File: src/core/rcg_pkg.sv
// constants and types shared by the reset and clock guard
// assumes the core clock is the high-frequency oscillator clock
package rcg_pkg;

	// ----------------------------------------
	// clock and timing
	// ----------------------------------------
	localparam int CLK_MHZ = 200;
	// malfunction stretch, in high_clock_frequency periods (core clock is that clock)
	localparam int STRETCH_HF_PERIODS = 24;
	localparam int STRETCH_CYC = STRETCH_HF_PERIODS;
	localparam int STRETCH_W = 5;
	// external reset pin must stay low this long
	localparam int EXT_MIN_MACHINE_CYC = 3;
	localparam int HF_PER_MACHINE_CYC = 4;
	localparam int EXT_MIN_CYC = EXT_MIN_MACHINE_CYC * HF_PER_MACHINE_CYC;
	localparam int EXT_CNT_W = 4;
	localparam logic [EXT_CNT_W-1:0] EXT_MIN_CNT = EXT_CNT_W'(EXT_MIN_CYC);
	localparam logic [EXT_CNT_W-1:0] EXT_LAST_CNT = EXT_CNT_W'(EXT_MIN_CYC - 1);

	// ----------------------------------------
	// addresses and field positions
	// ----------------------------------------
	localparam logic [15:0] VEC_ADDR_LO = 16'hfffe;
	localparam logic [15:0] VEC_ADDR_HI = 16'hffff;
	localparam int XEN_BIT = 7;
	localparam int XTEN_BIT = 6;
	localparam int SYSCK_BIT = 5;
	localparam int TRAP_LATCH_BIT = 2;

	// ----------------------------------------
	// types
	// ----------------------------------------
	typedef struct packed {
		logic xen;
		logic xten;
		logic sysck;
	} rcg_sysctl_t;

	typedef struct packed {
		logic trap_action_select;
		logic trap_ram_area_select;
		logic wdt_enable;
	} rcg_wdtctl_t;

	typedef enum logic [1:0] {
		rm_high_freq_run_mode_one,
		rm_high_freq_run_mode_two,
		rm_low_freq_run_mode,
		rm_low_freq_run_mode_two
	} rcg_run_mode_t;

	typedef enum logic [2:0] {
		BT_HOLD,
		BT_VEC_LO,
		BT_VEC_HI,
		BT_LOAD,
		BT_JUMP,
		BT_RUN
	} rcg_boot_t;

	// ----------------------------------------
	// reset values
	// ----------------------------------------
	localparam rcg_sysctl_t SYSCTL_RST = '{xen: 1'b1, xten: 1'b0, sysck: 1'b0};
	localparam rcg_wdtctl_t WDTCTL_RST = '{trap_action_select: 1'b1,
		trap_ram_area_select: 1'b0, wdt_enable: 1'b1};

endpackage : rcg_pkg

File: src/core/rcg_stretch.sv
// malfunction reset stretch counter
// assumes load comes from logic on the same clock
`timescale 1ns/1ps
module rcg_stretch
	import rcg_pkg::*;
#(
	parameter int CYC = STRETCH_CYC,
	parameter int W = STRETCH_W
)
(
	input wire logic clk,
	input wire logic sys_rst,
	input wire logic load,
	output logic busy
);

	// ----------------------------------------
	// state
	// ----------------------------------------
	typedef struct packed {
		logic [W-1:0] cnt;
	} rcg_stretch_t;

	rcg_stretch_t st_ff;
	rcg_stretch_t nxt_st;

	generate
		if (CYC < 1 || CYC >= (1 << W))
		begin : g_bad
			$error("stretch count does not fit its counter");
		end
	endgenerate

	// reload on every request, count down to zero
	always_comb
	begin
		nxt_st = st_ff;
		if (load)
			nxt_st.cnt = W'(CYC);
		else if (st_ff.cnt != '0)
			nxt_st.cnt = st_ff.cnt - W'(1);
	end

	// no power-on clear: comes up stretching, as the real circuit may
	always_ff @(posedge clk or posedge sys_rst)
	begin
		if (sys_rst)
			st_ff <= '{cnt: W'(CYC)};
		else
			st_ff <= nxt_st;
	end

	assign busy = (st_ff.cnt != '0);

endmodule : rcg_stretch

File: src/core/rcg_guard.sv
// reset generation and low-to-high clock switch guard
// assumes clk is the high-frequency clock; reset pin and low clock arrive asynchronously
`timescale 1ns/1ps

// Overview of operation
// - a low reset pin ends low-frequency run mode and restart is in run mode one.
// - after clock select clears, the low clock stays until a low-clock edge syncs the switch.
// - reset sources are the pin, address trap, watchdog and clock fault; last three malfunction.
// - a malfunction request holds internal reset for 24 high clock periods after the last request.
// - the malfunction stretch is not cleared at power-up, so a 24-period reset may appear.
// - reset clears the master enable, all enable flags and all request latches.
// - reset clears the timing generator and enables the watchdog.
// - on pin release execution starts from the vector held at the two top bytes.
// - fetch from the register area, or from RAM when the RAM select is set, traps.
// - a trap either resets or requests an interrupt, and the trapped area is selectable.
// - after a trap reset the vector is read, then the instruction at it is fetched.
// - dropping both oscillators, the active high one, or the active low one is a fault reset.
module rcg_guard
	import rcg_pkg::*;
#(
	parameter int NUM_IRQ = 16,
	parameter logic [15:0] SPECIAL_LO = 16'h0000,
	parameter logic [15:0] SPECIAL_HI = 16'h003f,
	parameter logic [15:0] RAM_LO = 16'h0040,
	parameter logic [15:0] RAM_HI = 16'h023f
)
(
	input wire logic clk,
	input wire logic sys_rst,
	input wire logic reset_pin_n,
	input wire logic lf_clk_level,
	input wire logic wdt_rst_req,
	input wire logic fetch_valid,
	input wire logic [15:0] fetch_addr,
	input wire logic sysctl_wr,
	input wire logic [7:0] sysctl_wdata,
	input wire logic wdtctl_wr,
	input wire rcg_wdtctl_t wdtctl_wdata,
	input wire logic irq_master_wr,
	input wire logic irq_master_wdata,
	input wire logic irq_en_wr,
	input wire logic [NUM_IRQ-1:0] irq_en_wdata,
	input wire logic irq_lat_wr,
	input wire logic [NUM_IRQ-1:0] irq_lat_wdata,
	input wire logic [NUM_IRQ-1:0] irq_set,
	input wire logic [7:0] mem_rd_data,
	output logic cpu_rst,
	output logic tg_clear,
	output rcg_wdtctl_t watchdog_control_one,
	output rcg_sysctl_t system_control_two,
	output rcg_run_mode_t run_mode,
	output logic main_clk_is_low,
	output logic master_irq_enable,
	output logic [NUM_IRQ-1:0] irq_enable_flags,
	output logic [NUM_IRQ-1:0] irq_request_latches,
	output logic mem_rd_req,
	output logic [15:0] mem_rd_addr,
	output logic pc_load,
	output logic [15:0] pc_value
);

	// ----------------------------------------
	// state and helpers
	// ----------------------------------------
	typedef struct packed {
		logic rst_meta;
		logic rst_sync;
		logic [EXT_CNT_W-1:0] ext_cnt;
		logic ext_active;
		logic lf_meta;
		logic lf_sync;
		logic lf_prev;
		rcg_sysctl_t sysctl;
		logic clk_low;
		logic sw_pending;
		rcg_wdtctl_t wdt;
		logic irq_master;
		logic [NUM_IRQ-1:0] irq_en;
		logic [NUM_IRQ-1:0] irq_lat;
		rcg_boot_t boot;
		logic [7:0] vec_lo;
		logic [15:0] pc;
	} rcg_state_t;

	localparam rcg_state_t ST_RST = '{
		rst_meta: 1'b1, rst_sync: 1'b1, ext_cnt: '0, ext_active: 1'b1,
		lf_meta: 1'b0, lf_sync: 1'b0, lf_prev: 1'b0,
		sysctl: SYSCTL_RST, clk_low: 1'b0, sw_pending: 1'b0, wdt: WDTCTL_RST,
		irq_master: 1'b0, irq_en: '0, irq_lat: '0, boot: BT_HOLD, vec_lo: 8'h00, pc: 16'h0000};

	rcg_state_t st_ff;
	rcg_state_t nxt_st;
	rcg_sysctl_t new_ctl;
	logic stretch_busy;
	logic lf_edge;
	logic trap_hit;
	logic sysclk_fault;
	logic malf_req;

	generate
		if (NUM_IRQ <= TRAP_LATCH_BIT || SPECIAL_HI < SPECIAL_LO || RAM_HI < RAM_LO)
		begin : g_bad
			$error("irq count or trap area bounds cannot be served");
		end
	endgenerate

	function automatic logic in_area(input logic [15:0] a, input logic [15:0] lo,
		input logic [15:0] hi);
		in_area = (a >= lo) && (a <= hi);
	endfunction : in_area

	function automatic rcg_run_mode_t mode_of(input rcg_sysctl_t c);
		if (!c.sysck)
			mode_of = c.xten ? rm_high_freq_run_mode_two : rm_high_freq_run_mode_one;
		else
			mode_of = c.xen ? rm_low_freq_run_mode_two : rm_low_freq_run_mode;
	endfunction : mode_of

	// ----------------------------------------
	// request decode
	// ----------------------------------------
	// fetch into a protected area while running
	assign trap_hit = fetch_valid & ~cpu_rst & (in_area(fetch_addr, SPECIAL_LO, SPECIAL_HI) |
		(st_ff.wdt.trap_ram_area_select & in_area(fetch_addr, RAM_LO, RAM_HI)));

	assign new_ctl.xen = sysctl_wdata[XEN_BIT];
	assign new_ctl.xten = sysctl_wdata[XTEN_BIT];
	assign new_ctl.sysck = sysctl_wdata[SYSCK_BIT];

	// a write that would stop the clock the core runs on
	assign sysclk_fault = sysctl_wr & ~cpu_rst & (
		(st_ff.sysctl.xen & st_ff.sysctl.xten & ~new_ctl.xen & ~new_ctl.xten) |
		(st_ff.sysctl.xen & ~new_ctl.xen & ~st_ff.sysctl.sysck) |
		(st_ff.sysctl.xten & ~new_ctl.xten & st_ff.sysctl.sysck));

	// three malfunction sources share one stretch
	assign malf_req = wdt_rst_req | sysclk_fault |
		(trap_hit & st_ff.wdt.trap_action_select);

	assign lf_edge = st_ff.lf_sync & ~st_ff.lf_prev;

	rcg_stretch #(
		.CYC(STRETCH_CYC),
		.W(STRETCH_W)
	) u_stretch (
		.clk(clk),
		.sys_rst(sys_rst),
		.load(malf_req),
		.busy(stretch_busy)
	);

	assign cpu_rst = st_ff.ext_active | stretch_busy;

	// ----------------------------------------
	// next state
	// ----------------------------------------
	always_comb
	begin
		nxt_st = st_ff;
		// synchronisers: first stage feeds only the second
		nxt_st.rst_meta = reset_pin_n;
		nxt_st.rst_sync = st_ff.rst_meta;
		nxt_st.lf_meta = lf_clk_level;
		nxt_st.lf_sync = st_ff.lf_meta;
		nxt_st.lf_prev = st_ff.lf_sync;
		// short glitches on the pin never reach the core
		if (st_ff.rst_sync)
		begin
			nxt_st.ext_cnt = '0;
			nxt_st.ext_active = 1'b0;
		end
		else
		begin
			if (st_ff.ext_cnt != EXT_MIN_CNT)
				nxt_st.ext_cnt = st_ff.ext_cnt + EXT_CNT_W'(1);
			if (st_ff.ext_cnt == EXT_LAST_CNT)
				nxt_st.ext_active = 1'b1;
		end
		if (cpu_rst)
		begin
			nxt_st.sysctl = SYSCTL_RST;
			nxt_st.clk_low = 1'b0;
			nxt_st.sw_pending = 1'b0;
			nxt_st.wdt = WDTCTL_RST;
			nxt_st.irq_master = 1'b0;
			nxt_st.irq_en = '0;
			nxt_st.irq_lat = '0;
			nxt_st.boot = BT_HOLD;
		end
		else
		begin
			// switch to the high clock only on a low-clock edge
			if (st_ff.sw_pending & lf_edge)
			begin
				nxt_st.clk_low = 1'b0;
				nxt_st.sw_pending = 1'b0;
			end
			// a faulting write is dropped, oscillators keep running
			if (sysctl_wr & ~sysclk_fault)
			begin
				nxt_st.sysctl = new_ctl;
				if (new_ctl.sysck)
				begin
					nxt_st.clk_low = 1'b1;
					nxt_st.sw_pending = 1'b0;
				end
				else if (st_ff.sysctl.sysck)
					nxt_st.sw_pending = 1'b1;
			end
			if (wdtctl_wr)
				nxt_st.wdt = wdtctl_wdata;
			if (irq_master_wr)
				nxt_st.irq_master = irq_master_wdata;
			if (irq_en_wr)
				nxt_st.irq_en = irq_en_wdata;
			// hardware set wins over a software clear in the same cycle
			nxt_st.irq_lat = (irq_lat_wr ? irq_lat_wdata : st_ff.irq_lat) | irq_set;
			if (trap_hit & ~st_ff.wdt.trap_action_select)
				nxt_st.irq_lat[TRAP_LATCH_BIT] = 1'b1;
			// vector fetch sequence after any reset
			case (st_ff.boot)
				BT_HOLD: nxt_st.boot = BT_VEC_LO;
				BT_VEC_LO: nxt_st.boot = BT_VEC_HI;
				BT_VEC_HI:
				begin
					nxt_st.vec_lo = mem_rd_data;
					nxt_st.boot = BT_LOAD;
				end
				BT_LOAD:
				begin
					nxt_st.pc = {mem_rd_data, st_ff.vec_lo};
					nxt_st.boot = BT_JUMP;
				end
				BT_JUMP: nxt_st.boot = BT_RUN;
				BT_RUN: nxt_st.boot = BT_RUN;
				default: nxt_st.boot = BT_HOLD;
			endcase
		end
	end

	// power-up holds the core in reset through the stretch; the pin synchroniser comes up high
	always_ff @(posedge clk or posedge sys_rst)
	begin
		if (sys_rst)
			st_ff <= ST_RST;
		else
			st_ff <= nxt_st;
	end

	// ----------------------------------------
	// outputs
	// ----------------------------------------
	assign tg_clear = cpu_rst;
	assign watchdog_control_one = st_ff.wdt;
	assign system_control_two = st_ff.sysctl;
	assign run_mode = mode_of(st_ff.sysctl);
	assign main_clk_is_low = st_ff.clk_low;
	assign master_irq_enable = st_ff.irq_master;
	assign irq_enable_flags = st_ff.irq_en;
	assign irq_request_latches = st_ff.irq_lat;
	// vector read: low byte first, data expected the following cycle
	assign mem_rd_req = (st_ff.boot == BT_VEC_LO) || (st_ff.boot == BT_VEC_HI);
	assign mem_rd_addr = (st_ff.boot == BT_VEC_HI) ? VEC_ADDR_HI : VEC_ADDR_LO;
	assign pc_load = (st_ff.boot == BT_JUMP);
	assign pc_value = st_ff.pc;

	// ----------------------------------------
	// checks
	// ----------------------------------------
	localparam int STRETCH_LIM = STRETCH_CYC;
	logic [7:0] hlp_busy_cnt_ff;

	// cycles of stretch since the last request
	always_ff @(posedge clk or posedge sys_rst)
	begin
		if (sys_rst)
			hlp_busy_cnt_ff <= 8'h00;
		else if (malf_req)
			hlp_busy_cnt_ff <= 8'h00;
		else if (stretch_busy && hlp_busy_cnt_ff != 8'hff)
			hlp_busy_cnt_ff <= hlp_busy_cnt_ff + 8'h01;
	end
endmodule : rcg_guard

File: config.mk
export PLATFORM = sky130hd
export DESIGN_NAME = rcg_guard
export DESIGN_NICKNAME = d
export VERILOG_FILES = /design/src/core/rcg_pkg.sv /design/src/core/rcg_stretch.sv /design/src/core/rcg_guard.sv
export SDC_FILE = /design/constraint.sdc
export NUM_CORES = 1
export LEC_CHECK = 0
export ABC_AREA = 1
export ABC_CLOCK_PERIOD_IN_PS = 2800
export BUFFER_PORTS_ARGS = -buffer_cell sky130_fd_sc_hd__clkbuf_2
export CAP_MARGIN = 25
export CORE_ASPECT_RATIO = 1.5
export CORE_MARGIN = 2
export CORE_UTILIZATION = 40
export DETAILED_ROUTE_END_ITERATION = 7
export PLACE_DENSITY = 0.71
export SYNTH_ARGS = -nofsm -noshare
export SYNTH_HDL_FRONTEND = slang
export SYNTH_SLANG_ARGS = --single-unit
File: constraint.sdc
create_clock -name clk -period 2.8 [get_ports clk]
set_clock_uncertainty 0.15 [all_clocks]
set_input_delay 0.56 -clock clk [delete_from_list [all_inputs] [get_ports clk]]
set_output_delay 0.56 -clock clk [all_outputs]
set_load 0.01 [all_outputs]
======== Word level (Yosys, flattened, before mapping) ========
Index checks and enable logic that the tools add are counted.
word-level totals
  memories kept ........................... 0
  latch bits .............................. 0
  memory bits (writable) .................. 0
  bits in registers ....................... 83
  memory bits (read-only) ................. 0
  word-level logic and storage cells ...... 102
operators by class
  equality and inequality tests ........... 7
  bitwise logic cells ..................... 31
  multiply operators ...................... 0
  shifts and indexed selects .............. 0
  divide/modulo/power cells ............... 0
  muxes and demuxes ....................... 21
  $add $sub $neg .......................... 2
  reduce and logical (&&, ||, !) cells .... 15
  magnitude comparators ................... 4
operator list
  operator                                                           count
  two-way mux 44 bit                                                 1
  two-way mux 16 bit                                                 2
  two-way mux 5 bit                                                  4
  bitwise AND 1 bit                                                  17
  >= comparator 16 x 1 -> 1 bit (second input constant)              1
  >= comparator 16 x 7 -> 1 bit (second input constant)              1
  less-or-equal comparator 16 x 10 -> 1 bit (second input constant)  1
  less-or-equal comparator 16 x 6 -> 1 bit (second input constant)   1
  bitwise OR 16 bit                                                  1
  case mux 3 bit (5 select lines)                                    1
  nonzero test 2 bit                                                 7
  two-way mux 1 bit                                                  9
  inverter 1 bit                                                     7
  equality test 3 x 2 -> 1 bit (second input constant)               2
  equality test 3 bit (second input constant)                        2
  bitwise OR 1 bit                                                   6
  nonzero test 5 bit                                                 1
  subtractor 5 x 1 -> 5 bit (second input constant)                  1
  adder 4 x 1 -> 4 bit (second input constant)                       1
  equality test 4 bit (second input constant)                        1
  two-way mux 2 bit                                                  2
  two-way mux 4 bit                                                  1
  inequality test 4 bit (second input constant)                      1
  AND reduction 2 bit                                                2
  6 further kinds                                                    7

======== Depth between registers and ports, before layout ========
  depth in word-level cells ............... 10
  depth in mapped cells ................... 9

======== Cells and area by module ========
Synthesis repeated with hierarchy kept, for this count alone.
second synthesis, totals
  cell total of the unflattened synthesis .. 457
  area, all modules ....................... 4230.3 µm²
by module, submodules not included
  module       area each (µm²)  cells each  instances  seq. area each (µm²)
  rcg_guard    3967.6           426         1          1959.4
  rcg_stretch  262.8            31          1          127.6

======== Least setup slack after synthesis ========
Ideal clock, no wire load.
  path type ............................... register to output
  start point ............................. reg u_stretch.st_ff[0] (netlist bit)
  end point ............................... out tg_clear
  data arrival time ....................... 1.308 ns
  path slack .............................. 0.782 ns
  stages on the path, launching flop included .. 7
  path buffers ............................ 3
  cell sequence ........................... dfrtp_1 > inv_1 > ha_1 > nand4_1 > buf_4 > buf_2 > buf_4
between the ends
  longest elaborated chain between the ends .. 2
ends and longest elaborated chain
  element                 RTL line           text
  start, declared         rcg_stretch.sv:24  rcg_stretch_t st_ff;
  start signal, assigned  rcg_stretch.sv:48  st_ff <= '{cnt: W'(CYC)};
  start signal, assigned  rcg_stretch.sv:50  st_ff <= nxt_st;
  nonzero test 5 bit      rcg_stretch.sv:53  assign busy = (st_ff.cnt != '0);
  bitwise OR 1 bit        rcg_guard.sv:152   assign cpu_rst = st_ff.ext_active | stretch_busy;
  end, declared           rcg_guard.sv:48    output logic tg_clear,
No other way between the ends.

======== Final worst setup path ========
  start point ............................. reg u_stretch.st_ff[0] (netlist bit)
  end point ............................... out cpu_rst
between the ends
  longest elaborated chain between the ends .. 2
ends and longest elaborated chain
  element             RTL line           text
  nonzero test 5 bit  rcg_stretch.sv:53
  bitwise OR 1 bit    rcg_guard.sv:152
  end, declared       rcg_guard.sv:47    output logic cpu_rst,
No other way between the ends.

==> reports/metrics.yaml <==
route:
  route.detailed.drc: 0
  via_per_inst: 4.51
  avgRoutedWirePerCell_um: 12.1
  drt_iter0_markers: 111
  ant_nets: 0
  vias: 3155
  dr.pass1.iters: 4
  wl_um: 8470
synthesis:
  syn-instance-count: 463
  ys_types: 27
  synth.most_common_cell: "dfrtp_1"
  netlist.area_leader.share_pct: 44.3
  synth.area.top_cells: "dfrtp_1 (44%), buf_4 (13%), inv_1 (5.7%)"
  seq_area_frac_synth_pct: 49.2
  async_flop_share_pct: 100
  ys_ff_latch: 83
  syn_avg_cell_area_sq_um: 9.16
  syn-cell-area_sq_um: 4240
  synthFlopType: "dfrtp_1"
  ys_top_cells_by_count: "dfrtp_1 (75), buf_4 (72), inv_1 (64), nand2_1 (62), a21oi_1 (37)"
  synth_area_leader_cell: "dfrtp_1"
  yosys_warnings: 0
  synth-edff-count: 0
clock_network:
  htree_levels: 3
  clock_path_buffers: 2
  post_cts_buffers: 0
  cts_sinks: 83
  cts-resized-gates: 0
  root_buffer: "clkbuf_16"
  path_clk_slew_ns: 0.06
  cts_tree: "done"
  ctsHoldBuffers: 0
  clkLatencyLatePin_ns: 0.33
  numCtsBuffers: 9
placed_design:
  dp_hpwl_um: 6270
  postPlaceCellArea_sq_um: 4610
  io_buffers: 146
  gp_congestion: 0.781
cells_and_area:
  design_area_sq_um: 4940
  layout-drive-gt1-share_pct: 37.2
  nFillCells: 1060
  nets: 649
  diodes: 0
  final_util_pct: 47.1
  synthToLayoutAreaGrowth_pct: 16.4
sta:
  rsz0062_at_grt: "no"
  fin_crit_sh_pct: 84.1
  hold_ws_ns: 0.157
  hold_viol_final: 0
  slew_headroom_pct: 51.9
  slew_viol_final: 0
  setup_viol: 0
  worst-slew-pin-transition_ns: 0.722
  period_minus_slack_ns: 2.35
  fmax_mhz: 425
  tns_ns: 0
worst_setup_path:
  cpLargestDelayFamily: "flip-flops"
  cp_cell_sequence: "inv_1 -> ha_1 -> nand4_1 -> clkbuf_2"
  crit_arrival_ns: 1.64
  critPathLaunchType: "flip-flop"
  crit_buf_inv: 2
  cp-end-kind: "output pin"
  worst-setup-path-type: "reg2out"
  cpMaxStageDelayCell: "dfrtp_1"
  worstPathMaxFanout: 6
  required_ns: 2.09
  cpPeakStageDelay_ns: 0.39
global_routing:
  grt_pass1_vias: 2874
  grt_usage_pct: 15.0
  antenna_found_initial: 0
  grt_overflow: 0
  grt_max_degree: 84
  grt_pass1_wl_um: 13300
floorplanning:
  die_h_um: 130
  initial_utilization_pct: 40.5
  die_w_um: 88.1
  num_rows: 46
  ios: 173
  core_sq_um: 10500
  fp.dieArea_sq_um: 11500
run_status:
  outcome: "complete, no violations"
power:
  p_leak_uw: 0.00261
  ir_drop_v: 0.000312
  power_density_nw_per_um2: 558
worst_hold_path:
  hp-class: "in2reg"
run:
  drv_cap: 0
[per-stage QoR]
step	instances	worst slack (ns)	total power, uW
4_1_cts	700	0.375	2800
6_report	700	0.446	2750
5_1_grt	700	0.254	2870
2_1_floorplan	477	0.782	1420
3_5_place_dp	684	0.459	1500
3_3_place_gp	684	0.560	1490
[metal layers]
layer  track usage (%)  wire [um]  vias up
li1                  -          -     1560
met1              19.0       3600     1472
met2              24.5       4120      111
met3              4.11        620       12
met4              5.61        140        0
met5                 0          0        -
[path summary, 6_finish.rpt]
check                                         from                 endpoint  slack, ns  cells past startpoint
max in group asynchronous                  sys_rst    system_control_two[2]       1.94                      3
min in group asynchronous                  sys_rst  irq_request_latches[10]       0.17                      3
worst min-delay path                   reset_pin_n               nxt_st[76]       0.16                      1
worst max register to register  u_stretch.st_ff[0]              pc_value[8]       0.49                      7
worst max-delay path            u_stretch.st_ff[0]                  cpu_rst       0.45                      4
worst min register to register          nxt_st[76]                st_ff[76]       0.21                      0
[flip-flops by register name (all words and copies together) (netlist names)]
| name | count |
|---|---|
| irq_enable_flags | 16 |
| irq_request_latches | 16 |
| main_clk_is_low | 1 |
| master_irq_enable | 1 |
| nxt_st | 3 |
| pc_value | 16 |
| st_ff | 19 |
| system_control_two | 3 |
| u_stretch.st_ff | 5 |
| watchdog_control_one | 3 |
[cell families (layout without fill, tap and decap cells)]
group                      Yosys count  after routing  synth area share [%]
other                                1             15                0.0884
AOI/OAI and AO/OA                   95             95                  13.7
muxes                                2              2                 0.472
xor gates and xnor gates             5              5                  1.03
buffers and inverters              151            230                  20.8
DFF                                 83             83                  49.2
and+or+nand+nor                    123            123                  13.8
adders and majority gates            3              3                 0.885
[cell usage in the layout (no fill, tap or decap), drive strengths merged]
| cell | n |
|---|---|
| or2 | 2 |
| nand3 | 33 |
| nand3b | 1 |
| xor2 | 4 |
| clkbuf | 157 |
| clkinv | 1 |
| o21ai | 56 |
| a21oi | 37 |
| ha | 3 |
| buf | 4 |
| conb | 15 |
| dfrtp | 75 |
| mux2i | 2 |
| nand2 | 62 |
| inv | 64 |
| nand4 | 4 |
| bufinv | 2 |
| nor2 | 20 |
| xnor2 | 1 |
| dfstp | 8 |
| clkinvlp | 2 |
| nor3 | 1 |
| a211oi | 2 |
[layout make-up]
cell class                      instances  area, sq um  share of cell area [%]
Timing Repair Buffer                  150          773                    15.7
Multi-Input combinational cell        243         1320                    26.8
Tap cell                              144          180                    3.65
Clock inverter                          5         85.1                    1.72
Clock buffer                           11          243                    4.92
Inverter                               64          244                    4.94
Sequential cell                        83         2090                    42.3
[power by group]
group	switching [uW]	leakage [uW]	internal [uW]
sequential	21.0	0.00103	1230
combinational	133	0.00142	91.0
clock	467	0.000156	810
total	621	0.00261	2130
Power figures use the tool's default switching activity.
